<file path="src/rtl/dsps_pkg.sv">
package dsps_pkg;

  typedef enum logic [3:0]
  {
    OFFSET_NULL           = 4'b0001,
    SIGNAL_INTEGRATE      = 4'b0010,
    REFERENCE_DEINTEGRATE = 4'b0100,
    INTEGRATOR_CLEAR      = 4'b1000
  } dsps_phase_t;

  localparam int unsigned CYCLE_LEN     = 8192;
  localparam int unsigned INT_LEN       = 2048;
  localparam int unsigned DEINT_FULL    = 4096;
  localparam int unsigned CLEAR_NORMAL  = 32;
  localparam int unsigned CLEAR_OVR     = 1552;
  localparam int unsigned OSC_DIV       = 58;

  localparam logic [31:0] ADDR_CTRL     = 32'h0000_0000;
  localparam logic [31:0] ADDR_STATUS   = 32'h0000_0004;
  localparam logic [31:0] ADDR_IRQ_STAT = 32'h0000_0008;
  localparam logic [31:0] ADDR_IRQ_MASK = 32'h0000_000C;

  localparam int unsigned ST_SIGN_BIT   = 12;
  localparam int unsigned ST_OVR_BIT    = 13;
  localparam int unsigned ST_PHASE_LSB  = 16;
  localparam int unsigned IRQ_DONE_BIT  = 0;
  localparam int unsigned IRQ_OVR_BIT   = 1;

  localparam logic        CTRL_RUN_RST  = 1'b1;
  localparam logic [1:0]  IRQ_RST       = 2'b00;
  localparam logic [1:0]  RESP_OKAY     = 2'b00;
  localparam logic [1:0]  RESP_SLVERR   = 2'b10;

endpackage

</file>
<file path="src/rtl/dsps_top.sv">
`timescale 1ns/1ps
module dsps_top
  import dsps_pkg::*;
#(
  parameter int unsigned P_CYCLE_LEN = CYCLE_LEN
)
(
  input  wire logic        i_clk,
  input  wire logic        i_rstn,
  input  wire logic        i_run_hold,
  input  wire logic        i_oscillator_type_select,
  input  wire logic        i_comparator,
  input  wire logic [31:0] i_s_axi_awaddr,
  input  wire logic        i_s_axi_awvalid,
  output logic             o_s_axi_awready,
  input  wire logic [31:0] i_s_axi_wdata,
  input  wire logic [3:0]  i_s_axi_wstrb,
  input  wire logic        i_s_axi_wvalid,
  output logic             o_s_axi_wready,
  output logic [1:0]       o_s_axi_bresp,
  output logic             o_s_axi_bvalid,
  input  wire logic        i_s_axi_bready,
  input  wire logic [31:0] i_s_axi_araddr,
  input  wire logic        i_s_axi_arvalid,
  output logic             o_s_axi_arready,
  output logic [31:0]      o_s_axi_rdata,
  output logic [1:0]       o_s_axi_rresp,
  output logic             o_s_axi_rvalid,
  input  wire logic        i_s_axi_rready,
  output logic             o_inputs_to_common,
  output logic             o_inputs_to_pins,
  output logic             o_refcap_charge,
  output logic             o_offset_loop,
  output logic             o_positive_node_to_refcap,
  output logic             o_refcap_inverted,
  output logic             o_negative_node_to_common,
  output logic             o_clear_loop,
  output logic [3:0]       o_phase,
  output logic             o_sign_output,
  output logic             o_overrange,
  output logic [11:0]      o_result,
  output logic             o_irq
);

  localparam logic [12:0] CYC_LAST   = 13'(P_CYCLE_LEN - 1);
  localparam logic [12:0] INT_LAST   = 13'(INT_LEN - 1);
  localparam logic [12:0] DEINT_LAST = 13'(DEINT_FULL - 1);
  localparam logic [12:0] CLR_N_LAST = 13'(CLEAR_NORMAL - 1);
  localparam logic [12:0] CLR_O_LAST = 13'(CLEAR_OVR - 1);
  localparam logic [5:0]  DIV_LAST   = 6'(OSC_DIV - 1);

  dsps_phase_t phase_q;
  dsps_phase_t phase_d;
  logic [5:0]  div_q;
  logic [12:0] cyc_q;
  logic [12:0] ph_cnt_q;
  logic        sign_q;
  logic        ovr_q;
  logic [11:0] result_q;
  logic        ctrl_run_q;
  logic [1:0]  irq_stat_q;
  logic [1:0]  irq_mask_q;
  logic        aw_held_q;
  logic        w_held_q;
  logic [31:0] awaddr_q;
  logic [31:0] wdata_q;
  logic [3:0]  wstrb_q;

  // internal clock tick: divided by 58 for crystal, direct for rc
  wire tick = i_oscillator_type_select | (div_q == DIV_LAST);
  wire run_en = i_run_hold & ctrl_run_q;

  wire int_end   = tick & (phase_q == SIGNAL_INTEGRATE) & (ph_cnt_q == INT_LAST);
  wire crossing  = (i_comparator != sign_q);
  wire de_active = tick & (phase_q == REFERENCE_DEINTEGRATE);
  wire de_cross  = de_active & crossing;
  wire de_full   = de_active & ~crossing & (ph_cnt_q == DEINT_LAST);
  wire de_end    = de_cross | de_full;
  wire [12:0] clr_last = ovr_q ? CLR_O_LAST : CLR_N_LAST;
  wire clr_end   = tick & (phase_q == INTEGRATOR_CLEAR) & (ph_cnt_q == clr_last);
  wire null_end  = tick & (phase_q == OFFSET_NULL) & (cyc_q == CYC_LAST) & run_en;

  always_comb
  begin
    phase_d = phase_q;
    case (phase_q)
      OFFSET_NULL:           if (null_end) phase_d = SIGNAL_INTEGRATE;
      SIGNAL_INTEGRATE:      if (int_end)  phase_d = REFERENCE_DEINTEGRATE;
      REFERENCE_DEINTEGRATE: if (de_end)   phase_d = INTEGRATOR_CLEAR;
      INTEGRATOR_CLEAR:      if (clr_end)  phase_d = OFFSET_NULL;
      default:                             phase_d = OFFSET_NULL;
    endcase
  end

  wire sign_d = int_end ? i_comparator : sign_q;
  wire phase_chg = (phase_d != phase_q);

  always_ff @(posedge i_clk or negedge i_rstn)
  begin
    if (!i_rstn)
      div_q <= 6'h00;
    else if (tick)
      div_q <= 6'h00;
    else
      div_q <= div_q + 6'h01;
  end

  // cycle counter restarts with integration; holds at the end while nulling
  always_ff @(posedge i_clk or negedge i_rstn)
  begin
    if (!i_rstn)
      cyc_q <= CYC_LAST;
    else if (null_end)
      cyc_q <= 13'h0000;
    else if (tick && cyc_q != CYC_LAST)
      cyc_q <= cyc_q + 13'h0001;
  end

  always_ff @(posedge i_clk or negedge i_rstn)
  begin
    if (!i_rstn)
      ph_cnt_q <= 13'h0000;
    else if (phase_chg)
      ph_cnt_q <= 13'h0000;
    else if (tick)
      ph_cnt_q <= ph_cnt_q + 13'h0001;
  end

  always_ff @(posedge i_clk or negedge i_rstn)
  begin
    if (!i_rstn)
    begin
      phase_q  <= OFFSET_NULL;
      sign_q   <= 1'b0;
      ovr_q    <= 1'b0;
      result_q <= 12'h000;
    end
    else
    begin
      phase_q <= phase_d;
      sign_q  <= sign_d;
      if (de_end)
      begin
        ovr_q    <= de_full;
        result_q <= de_full ? 12'hFFF : ph_cnt_q[11:0];
      end
    end
  end

  // analog switch settings follow the next phase so they change with it
  always_ff @(posedge i_clk or negedge i_rstn)
  begin
    if (!i_rstn)
    begin
      o_inputs_to_common        <= 1'b1;
      o_inputs_to_pins          <= 1'b0;
      o_refcap_charge           <= 1'b1;
      o_offset_loop             <= 1'b1;
      o_positive_node_to_refcap <= 1'b0;
      o_refcap_inverted         <= 1'b0;
      o_negative_node_to_common <= 1'b0;
      o_clear_loop              <= 1'b0;
      o_phase                   <= 4'(OFFSET_NULL);
      o_sign_output             <= 1'b0;
      o_overrange               <= 1'b0;
      o_result                  <= 12'h000;
    end
    else
    begin
      o_inputs_to_common        <= (phase_d == OFFSET_NULL);
      o_offset_loop             <= (phase_d == OFFSET_NULL);
      o_inputs_to_pins          <= (phase_d == SIGNAL_INTEGRATE);
      o_refcap_charge           <= (phase_d == OFFSET_NULL) |
                                   (phase_d == INTEGRATOR_CLEAR);
      o_positive_node_to_refcap <= (phase_d == REFERENCE_DEINTEGRATE);
      o_refcap_inverted         <= (phase_d == REFERENCE_DEINTEGRATE) & sign_d;
      o_negative_node_to_common <= (phase_d == REFERENCE_DEINTEGRATE) |
                                   (phase_d == INTEGRATOR_CLEAR);
      o_clear_loop              <= (phase_d == INTEGRATOR_CLEAR);
      o_phase                   <= 4'(phase_d);
      o_sign_output             <= sign_d;
      if (de_end)
      begin
        o_overrange <= de_full;
        o_result    <= de_full ? 12'hFFF : ph_cnt_q[11:0];
      end
    end
  end

  // register bus: write address and data taken independently
  wire wr_go   = aw_held_q & w_held_q & ~o_s_axi_bvalid;
  wire wr_ctrl = wr_go & (awaddr_q == ADDR_CTRL) & wstrb_q[0];
  wire wr_stat = wr_go & (awaddr_q == ADDR_IRQ_STAT) & wstrb_q[0];
  wire wr_mask = wr_go & (awaddr_q == ADDR_IRQ_MASK) & wstrb_q[0];
  wire wr_ok   = (awaddr_q == ADDR_CTRL) | (awaddr_q == ADDR_STATUS) |
                 (awaddr_q == ADDR_IRQ_STAT) | (awaddr_q == ADDR_IRQ_MASK);
  wire rd_go   = i_s_axi_arvalid & o_s_axi_arready;
  wire [1:0] irq_evt = {de_full, de_end};

  always_ff @(posedge i_clk or negedge i_rstn)
  begin
    if (!i_rstn)
    begin
      aw_held_q <= 1'b0;
      w_held_q  <= 1'b0;
      awaddr_q  <= 32'h0000_0000;
      wdata_q   <= 32'h0000_0000;
      wstrb_q   <= 4'h0;
    end
    else
    begin
      if (i_s_axi_awvalid && o_s_axi_awready)
      begin
        aw_held_q <= 1'b1;
        awaddr_q  <= {i_s_axi_awaddr[31:2], 2'b00};
      end
      else if (wr_go)
        aw_held_q <= 1'b0;
      if (i_s_axi_wvalid && o_s_axi_wready)
      begin
        w_held_q <= 1'b1;
        wdata_q  <= i_s_axi_wdata;
        wstrb_q  <= i_s_axi_wstrb;
      end
      else if (wr_go)
        w_held_q <= 1'b0;
    end
  end

  always_ff @(posedge i_clk or negedge i_rstn)
  begin
    if (!i_rstn)
    begin
      o_s_axi_awready <= 1'b0;
      o_s_axi_wready  <= 1'b0;
      o_s_axi_bvalid  <= 1'b0;
      o_s_axi_bresp   <= RESP_OKAY;
    end
    else
    begin
      o_s_axi_awready <= ~aw_held_q & ~(i_s_axi_awvalid & o_s_axi_awready);
      o_s_axi_wready  <= ~w_held_q & ~(i_s_axi_wvalid & o_s_axi_wready);
      if (wr_go)
      begin
        o_s_axi_bvalid <= 1'b1;
        o_s_axi_bresp  <= wr_ok ? RESP_OKAY : RESP_SLVERR;
      end
      else if (i_s_axi_bready)
        o_s_axi_bvalid <= 1'b0;
    end
  end

  always_ff @(posedge i_clk or negedge i_rstn)
  begin
    if (!i_rstn)
    begin
      ctrl_run_q <= CTRL_RUN_RST;
      irq_mask_q <= IRQ_RST;
      irq_stat_q <= IRQ_RST;
      o_irq      <= 1'b0;
    end
    else
    begin
      if (wr_ctrl)
        ctrl_run_q <= wdata_q[0];
      if (wr_mask)
        irq_mask_q <= wdata_q[1:0];
      // a new event wins over a write-one clear in the same cycle
      irq_stat_q <= (irq_stat_q & ~({2{wr_stat}} & wdata_q[1:0])) | irq_evt;
      o_irq      <= |(((irq_stat_q & ~({2{wr_stat}} & wdata_q[1:0])) | irq_evt) & irq_mask_q);
    end
  end

  wire [31:0] status_word = {12'h000, o_phase, 2'b00, ovr_q, sign_q, result_q};
  wire [31:0] rd_data =
    (i_s_axi_araddr[31:2] == ADDR_CTRL[31:2])     ? {31'h0000_0000, ctrl_run_q} :
    (i_s_axi_araddr[31:2] == ADDR_STATUS[31:2])   ? status_word :
    (i_s_axi_araddr[31:2] == ADDR_IRQ_STAT[31:2]) ? {30'h0000_0000, irq_stat_q} :
    (i_s_axi_araddr[31:2] == ADDR_IRQ_MASK[31:2]) ? {30'h0000_0000, irq_mask_q} :
                                                    32'h0000_0000;
  wire rd_ok = (i_s_axi_araddr[31:4] == 28'h000_0000);

  always_ff @(posedge i_clk or negedge i_rstn)
  begin
    if (!i_rstn)
    begin
      o_s_axi_arready <= 1'b0;
      o_s_axi_rvalid  <= 1'b0;
      o_s_axi_rdata   <= 32'h0000_0000;
      o_s_axi_rresp   <= RESP_OKAY;
    end
    else
    begin
      o_s_axi_arready <= ~o_s_axi_rvalid & ~rd_go;
      if (rd_go)
      begin
        o_s_axi_rvalid <= 1'b1;
        o_s_axi_rdata  <= rd_data;
        o_s_axi_rresp  <= rd_ok ? RESP_OKAY : RESP_SLVERR;
      end
      else if (i_s_axi_rready)
        o_s_axi_rvalid <= 1'b0;
    end
  end

endmodule

</file>
<file path="config.mk">
export PLATFORM = sky130hd
export DESIGN_NAME = dsps_top
export DESIGN_NICKNAME = d
export VERILOG_FILES = /design/src/rtl/dsps_pkg.sv /design/src/rtl/dsps_top.sv
export SDC_FILE = /design/constraint.sdc
export NUM_CORES = 1
export LEC_CHECK = 0
export ABC_AREA = 1
export BUFFER_PORTS_ARGS = -buffer_cell sky130_fd_sc_hd__buf_2
export CORE_AREA = 2 2 143 145
export DETAILED_ROUTE_END_ITERATION = 10
export DIE_AREA = 0 0 145 147
export SETUP_SLACK_MARGIN = 0.1
export SLEW_MARGIN = 20
export SYNTH_ARGS = -nofsm -noshare
export SYNTH_HDL_FRONTEND = slang
export SYNTH_SLANG_ARGS = --single-unit
</file>
<file path="constraint.sdc">
create_clock -name i_clk -period 2 [get_ports i_clk]
set_input_delay 0.2 -clock i_clk [delete_from_list [all_inputs] [get_ports i_clk]]
set_output_delay 0.2 -clock i_clk [all_outputs]
set_load 0.05 [all_outputs]
</file>
==> flow_summary.ini, run 1 <==
[place]
place.gp.congestion = 0.798
dpl_cell_area_um2 = 6960
post-place-ws_ns = 0.0127
portBuffers = 124
dp_hpwl_um = 9780

[sta]
setup_violations = 0
hold_ws_ns = 0.0177
clock.fmax_mhz = 533
grt_setup_unrepaired = yes
finalHoldViolations = 0
layout_setup_ws_ns = 0.123
fin_setup_tns_ns = 0
finalCritPeriodShare_pct = 93.8
period_minus_slack_ns = 1.88
drv_slew = 0
fin_skew_ns = 0.00826

[finish]
drive_above_1_share_pct = 36.3
layout_common_cells = buf_2, nand2_1, dfrtp_1, nor2_1, inv_1
final_area_um2 = 7980
final_common_cell = buf_2
num_antenna_cells = 0
area.growth.synth_to_final_pct = 35.8
nets = 946

[global_routing]
grt_start_max_net_pins = 38
grtUsageTotal_pct = 13.3
grt.overflow.total = 0
grt_pass1_wl_um = 23100
grt_pass1_vias = 4897
grt_antenna_before_repair = 0

[cts]
numClockSinks = 123
cts_buffer_depth = 2
clock_latency_ns = 0.41
clkSlewWorstSetupHoldPaths_ns = 0.06
htree_levels = 4
root_buffer = clkbuf_16
cts_tree = yes
cts_buffers = 17

[worst_hold_path]
hold_path.class = input pin to register

[worst_setup_path]
crit_chain = nor2_1 -> nand3_2 -> nor2_2 -> nand3_4 -> nand2_4 -> clkinvlp_4 -> nand2_1 -> o211ai_1
worstPathArrival_ns = 2.16
cp_top_family = simple AND/OR/NAND/NOR gates
cp.required_ns = 2.28
critPathKind = register to register
worstPathBufferInverterCount = 1
max_stage_delay_ns = 0.47
cp-end-kind = register
startpoint_type = register
cp_max_fo = 7
slowest_stage = dfrtp_1

[detailed_routing]
avgViaCountPerCell = 4.40
wl_um = 13900
firstDrtPassIters = 5
drc = 0
wire_per_inst_um = 12.5
first_iter_violations = 257
ant_nets = 0
vias = 4911

[logic_synthesis]
synth-edff-count = 0
yosys_warnings = 0
synth_cell_types = 39
syn_area_um2 = 5870
synth_cells = 652
yosysSeqAreaShare_pct = 52.8
synth.ff_latch_count = 123
syn_area_per_cell_um2 = 9.01
async_flop_share_pct = 100
ys.flop_type = dfrtp_1

[floorplan]
die_h_um = 147
coreArea_um2 = 19800
design.die.area_um2 = 21300
pin_count = 178
rows = 52
start_util_pct = 29.6
fp.dieW_um = 145

[power]
vdd_drop_max_mv = 0.584
power_uw = 8720
power_density_nw_per_um2 = 1090
p_leak_uw = 0.00393

[outcome]
status = completed

[run]
cap_violations = 0
logic make-up after synthesis:
group / after synthesis / synth area share [%]
flops: 123 / 52.8
mux: 24 / 4.60
fa+ha+maj: 4 / 0.852
compound gates: 61 / 6.05
buf+inv: 102 / 8.10
other cells: 1 / 0.0639
xor+xnor: 20 / 2.98
simple gates: 317 / 24.6
power by group:
part	switching (uW)	internal (uW)	leakage [uW]
registers	329	3110	0.00150
logic	1260	820	0.00213
clock network	1160	2040	0.000297
worst reg2reg max path, delay by kind of cell, from the launching register on:
family	cells	cell delay (ns)
flops	1	0.47
compound gates	1	0.09
simple gates	6	0.97
buf+inv	1	0.22
cell usage after synthesis (7+ instances only):
cell        n  share of area, %
inv_1      69               4.4
a21oi_1    21               1.8
nand4_1    15               1.6
nor2_1     77               4.9
o31ai_1    12               1.5
dfstp_2    17               7.6
nor3_1     14               1.2
dfrtp_1   106                45
clkbuf_1    7              0.45
nand2_1   131               8.4
buf_4      17               2.2
nor2_2     12               1.3
xor2_1     18               2.7
mux2_2     24               4.6
o21ai_0    16               1.4
nand3_1    46               3.9
timing repair:
action	in CTS	in global routing
buffers inserted	3	13
hold buffers	5	0
resized for setup	14	40
pin swaps	9	22
endpoints found under the setup margin	24	40
cloned	2	0
endpoints found under the hold margin	34	0
stage by stage:
step	cells	util, %
after floorplan	667	-
after global placement	1060	35.1
after detailed placement	1060	35.1
after CTS	1102	38.9
after global routing	1115	40.2
final	1115	40.2
per-layer routing:
metal  track usage [%]  wire, um
met3              3.60       637
met1              16.1      6190
met4              5.35       261
met2              22.7      6800
met5                 0         0
area by class of cell:
type,count,area (um2)
repair buffers,176,1100
multi-input cells,443,2550
repair inverters,1,7.51
well taps,270,338
clock inverters,12,163
flip-flops and latches,123,3100
inverters,70,267
clock buffers,20,457
fillers,1999,11900
worst paths after layout:
| path | from | endpoint | slack [ns] | cells after the start |
|---|---|---|---|---|
| max | o_phase[1] | o_result[1] | 0.12 | 8 |
| min | i_s_axi_awaddr[12] | awaddr_q[12] | 0.02 | 2 |
| max reg2reg | o_phase[1] | o_result[1] | 0.12 | 8 |
| min reg2reg | o_s_axi_rvalid | o_s_axi_arready | 0.43 | 1 |
| max in group asynchronous | i_rstn | awaddr_q[7] | 1.07 | 3 |
| min in group asynchronous | i_rstn | o_s_axi_rdata[12] | 0.30 | 2 |
flip-flops by register name, indices dropped and copies added (netlist names), 2 cells and up:
signal         count
ph_cnt_q          13
wdata_q            2
irq_mask_q         2
div_q              6
irq_stat_q         2
o_result          12
awaddr_q          30
o_phase            4
o_s_axi_rdata     18
cyc_q             13
Note: power is estimated with default switching activity, not from simulation.
==> inputs of run 2 (changes only) <==
ABC_AREA = unset   (was 1)
CORE_AREA = 2 2 141 143   (was 2 2 143 145)
DIE_AREA = 0 0 143 145   (was 0 0 145 147)
clock period = 1.95 ns   (was 2 ns; I/O delays follow)
==> run 2 against run 1 <==
Compared with the run above:
- the flow now finishes with violations (setup timing)
- non-clock buffer count increased by 27
- flip-flop and latch count did not move
- critical path depth down 2
- hold slack lost 0.0044 ns
- synthesized area decreased by 3.9%
- via count down 8.8%
- first-iteration DRC count shrank 45%
- largest power group unchanged
- highest routed layer unchanged
==> flow_summary.ini, run 2 <==
[worst_setup_path]
slowest_stage = dfstp_2
cp_top_family = simple AND/OR/NAND/NOR gates
startpoint_type = register
worstPathArrival_ns = 2.31
cp.required_ns = 2.29
cp_max_fo = 3
worstPathBufferInverterCount = 1
critPathKind = register to register
crit_chain = buf_4 -> nand3_1 -> or2_1 -> or3_1 -> or3_1 -> a21oi_2
max_stage_delay_ns = 0.57
cp-end-kind = register
crit_top_cell = or3_1

[outcome]
status = complete, but fails checks
violations = setup timing

[detailed_routing]
vias = 4479
ant_nets = 0
firstDrtPassIters = 4
first_iter_violations = 142
wire_per_inst_um = 14.2
avgViaCountPerCell = 4.65
drc = 0
wl_um = 13700

[floorplan]
coreArea_um2 = 19200
rows = 51
design.die.area_um2 = 20700
pin_count = 178
start_util_pct = 29.4
fp.dieW_um = 143
die_h_um = 145

[sta]
setup_violations = 1
finalCritPeriodShare_pct = 101
period_minus_slack_ns = 1.96
drv_slew = 0
clock.fmax_mhz = 510
fin_skew_ns = 0.00820
tightestPinTransition_ns = 0.854
slew_headroom_pct = 42.9
finalHoldViolations = 0
grt_setup_unrepaired = yes
hold_ws_ns = 0.0134
layout_setup_ws_ns = -0.0113

[logic_synthesis]
yosys.area_share.simple_pct = 17.0
synth_area_leaders = dfrtp_1, dfstp_2, mux2_2
yosysMostFrequentCell = dfrtp_1
synth_top_area_cell = dfrtp_1
synthXorXnorAreaFrac_pct = 3.72
muxShareOfSynthArea_pct = 10.3
synth-compound-area-share_pct = 8.15
yosys_warnings = 0
synth_cells = 484
synth-adder-area-share_pct = 0.886
synth.ff_latch_count = 123
synth_common_cells = dfrtp_1, nand2_1, mux2_2, nor2_1, nor3_1
ys.flop_type = dfrtp_1
synth_cell_types = 61
synth_top_family_by_area = simple AND/OR/NAND/NOR gates
syn_area_per_cell_um2 = 11.7
async_flop_share_pct = 100
yosysSeqAreaShare_pct = 54.9
netlist.area_leader.share_pct = 47.0
syn_area_um2 = 5650
synth-edff-count = 0

[cts]
htree_levels = 4
clkSlewWorstSetupHoldPaths_ns = 0.06
cts_buffer_depth = 2
cts_buffers = 17
root_buffer = clkbuf_16
clock_latency_ns = 0.41
cts_tree = yes
numClockSinks = 123

[power]
power_density_nw_per_um2 = 1090
p_leak_uw = 0.00381
vdd_drop_max_mv = 0.564

[place]
dp_hpwl_um = 9030
place.gp.congestion = 0.781
portBuffers = 124
post-place-ws_ns = -0.0304

[worst_hold_path]
hold_path.class = input pin to register

[finish]
nets = 799
layout_common_cells = buf_2, dfrtp_1, buf_4, nand2_1, mux2_2
largest_register = awaddr_q
final_common_cell = buf_2
area.growth.synth_to_final_pct = 43.9
reg_top3 = awaddr_q x30, o_s_axi_rdata x18
largest_reg_flops = 30
fin_util_pct = 42.3
drive_above_1_share_pct = 48.7

[global_routing]
grt_pass1_vias = 4279
grtUsageTotal_pct = 12.7
grt_start_max_net_pins = 80
grt_antenna_before_repair = 1
grt.overflow.total = 0
grt_pass1_wl_um = 21000

[run]
cap_violations = 0
## run 2: changes by cell type after synthesis, moves of 13 or more
cell	before	now
nand2_1	131	43
nand3_1	46	14
nor2_1	77	22
inv_1	69	9
a22o_1	0	18
mux2_2	24	37
mux2i_1	0	14
nor4_1	4	18
xnor2_1	2	16
## run 2: path summary, 6_finish.rpt
| check | slack [ns] | from | depth (start not counted) | to |
|---|---|---|---|---|
| min in group asynchronous | 0.15 | i_rstn | 2 | o_s_axi_rdata[16] |
| max in group asynchronous | 1.14 | i_rstn | 3 | ctrl_run_q |
| max | -0.01 | cyc_q[0] | 6 | cyc_q[11] |
| max reg2reg | -0.01 | cyc_q[0] | 6 | cyc_q[11] |
| min reg2reg | 0.46 | w_held_q | 1 | o_s_axi_wready |
| min | 0.01 | i_s_axi_awaddr[21] | 2 | awaddr_q[21] |
## run 2: cell type report
class                      instances  area (um2)
clock buffer                      21         450
antenna                            1        2.50
tap                              265         332
fill                            1786       11100
sequential                       123        3110
timing repair buffer             203        1380
inverter                           9        33.8
clock inverter                    11         120
multi-input combinational        331        2700
## run 2: timing repair
action | CTS | global route
pin swaps | 5 | 24
gates resized for setup | 8 | 70
cloned | 0 | 5
hold endpoints to repair | 121 | 1
hold buffers | 16 | 1
buffers inserted | 8 | 16
endpoints found under the setup margin | 37 | 49
## run 2: report_power, final
part,internal (uW),switching (uW)
clock,1910,1140
sequential,3240,509
combinational,1010,1050
## run 2: worst register-to-register path, stage by stage (launching register included)
cell,delay [ns]
dfstp_2,0.57
buf_4,0.12
nand3_1,0.12
or2_1,0.27
or3_1,0.33
or3_1,0.35
a21oi_2,0.13
## run 2: metrics by stage
step	instance area [um2]	std cells	TNS [ns]	total power [uW]
2_1_floorplan	5740	499	0	4930
3_3_place_gp	6770	889	0	5540
3_5_place_dp	6770	889	-0.0600	5600
4_1_cts	7600	945	0	8750
5_1_grt	8120	963	-0.369	9360
6_report	8120	964	-0.0113	8860
## run 2: metal layers
metal	wire (um)	vias to the layer above	global-route usage, %
met4	164	0	4.65
li1	-	2130	-
met2	6850	114	20.8
met1	6040	2223	15.7
met3	608	12	3.63
met5	0	-	0
## run 2: cell families after synthesis
kind of cell	after synthesis
buffers and inverters	47
other	1
and+or+nand+nor	170
AOI/OAI and AO/OA	63
adders and majority gates	4
muxes	52
DFF	123
xor gates and xnor gates	24
==> inputs of run 3 (changes only) <==
SETUP_SLACK_MARGIN = unset   (was 0.1)
==> run 3 against run 2 <==
Compared with the run above:
- the run now ends clean
- largest power group unchanged
- critical path depth unchanged
- critical path type unchanged
- wire length down 8.2%
- hold slack better by 0.00068 ns
- flip-flop and latch count unchanged
- register-to-register slack better by 0.08 ns
- global-route usage down 0.30 points
- critical endpoint unchanged
- power down 1.1%
==> flow_summary.ini, run 3 (same netlist as run 2, synthesis figures left out) <==
[place]
place.gp.congestion = 0.766
portBuffers = 124
dp_hpwl_um = 8950
dpl.cell_count = 890
post-place-ws_ns = -0.0352

[global_routing]
grtUsageTotal_pct = 12.4
grt_pass1_vias = 4183
grt.overflow.total = 0
grt_start_max_net_pins = 56
grt_pass1_wl_um = 20500
grt_antenna_before_repair = 1

[outcome]
status = completed

[worst_setup_path]
startpoint_type = register
cp_max_fo = 3
worstPathArrival_ns = 2.23
rr_startpoint = cyc_q[0]
critPathKind = register to register
r2r_slack_ns = 0.06
cp-end-kind = register
cp.required_ns = 2.29
critPathLaunch = cyc_q[0]

[floorplan]
coreArea_um2 = 19200
start_util_pct = 29.4
rows = 51
fp.dieW_um = 143
design.die.area_um2 = 20700
pin_count = 178
die_h_um = 145

[detailed_routing]
avgViaCountPerCell = 4.54
drc = 0
ant_nets = 0
wire_per_inst_um = 13.3
wl_um = 12500
first_iter_violations = 167
firstDrtPassIters = 4
vias = 4284

[worst_hold_path]
hold_path.class = input pin to register
min_from = i_s_axi_awaddr[22]

[power]
p_switching_uw = 2610
internal_power_uw = 6140
clkPwrFrac_pct = 36.1
power_density_nw_per_um2 = 1140
power_uw = 8760
pwr-share-comb_pct = 21.5
p_leak_uw = 0.00365
switching_share_pct = 29.9
seq_power_share_pct = 42.4
vdd_drop_max_mv = 0.551

[finish]
drive_above_1_share_pct = 43.5
layout_common_cells = buf_2, dfrtp_1, buf_4, nand2_1, mux2_2
num_antenna_cells = 0
nets = 779
reg_top3 = awaddr_q x30, o_s_axi_rdata x18
largest_reg_flops = 30
final_common_cell = buf_2
largest_register = awaddr_q
area.growth.synth_to_final_pct = 36.4
finalNonFillerCells = 943
nFillCells = 1826

[cts]
htree_levels = 4
root_buffer = clkbuf_16
cts_tree = yes
cts_buffers = 17
cts_buffer_depth = 2
numClockSinks = 123
clkSlewWorstSetupHoldPaths_ns = 0.06
clock_latency_ns = 0.41

[sta]
fin_skew_ns = 0.00820
slew_headroom_pct = 62.7
clock.fmax_mhz = 530
period_minus_slack_ns = 1.89
tightestPinTransition_ns = 0.545
hold_ws_ns = 0.0141
fin_setup_tns_ns = 0
grt_setup_unrepaired = yes
layout_setup_ws_ns = 0.0649
drv_slew = 0
finalHoldViolations = 0
finalCritPeriodShare_pct = 96.7
setup_violations = 0

[run]
cap_violations = 0
[run 3: changes by cell type in the layout (fill, tap and decap cells not counted), sizes merged]
cell,before,now
diode,1,0
clkbuf,23,20
buf,184,171
clkinv,5,6
or3,7,6
dlygate4sd3,17,13
[run 3: final cells by class]
| cell class | count | area, um2 | area share [%] |
|---|---|---|---|
| sequential | 123 | 3100 | 40.3 |
| clock buffer | 20 | 467 | 6.06 |
| tap | 265 | 332 | 4.30 |
| timing repair buffer | 184 | 1150 | 14.9 |
| clock inverter | 12 | 140 | 1.82 |
| inverter | 9 | 33.8 | 0.439 |
| multi-input combinational | 330 | 2480 | 32.2 |
[run 3: power groups by stage]
| stage | Clock (uW) | Sequential, uW | Combinational (uW) |
|---|---|---|---|
| 6_report | 3160 | 3710 | 1880 |
| 5_1_grt | 3360 | 3800 | 2110 |
| 3_5_place_dp | 0 | 3710 | 1810 |
| 3_3_place_gp | 0 | 3690 | 1780 |
| 4_1_cts | 3240 | 3690 | 1850 |
| 2_1_floorplan | 0 | 3800 | 1120 |
[run 3: worst max-delay path, cell delays in order (launching register included)]
cell and delay (ns):
dfstp_2 0.56, buf_4 0.12, nand3_1 0.10, or2_1 0.25, or3_1 0.33, or3_1 0.31, a21oi_1 0.15
[run 3: worst paths after layout]
kind	depth (start not counted)	to
worst max-delay path	6	cyc_q[11]
worst min-delay path	2	awaddr_q[22]
worst max register to register	6	cyc_q[11]
worst min register to register	1	o_s_axi_wready
max in group asynchronous	3	o_offset_loop
min in group asynchronous	2	div_q[1]
[run 3: metal layers]
metal | global-route usage, % | vias up | part of all wire (%)
li1 | - | 2091 | -
met1 | 15.4 | 2058 | 43
met2 | 20.6 | 119 | 50
met3 | 3.20 | 14 | 5.3
met4 | 4.46 | 2 | 1.3
met5 | 0 | - | 0.088
[run 3: timing repair]
item,CTS,global route
resized for setup,3,23
pin swaps,2,8
setup buffers,1,6
endpoints found under the setup margin,16,44
hold buffers,13,0
cloned,0,1
endpoints found under the hold margin,30,0
[run 3: stage by stage]
| stage | util (%) | cell area (um2) |
|---|---|---|
| after detailed placement | 35.1 | 6750 |
| after CTS | 39.1 | 7510 |
| final | 40.1 | 7700 |
| after floorplan | - | 5710 |
| after global routing | 40.1 | 7700 |
| after global placement | 35.1 | 6750 |
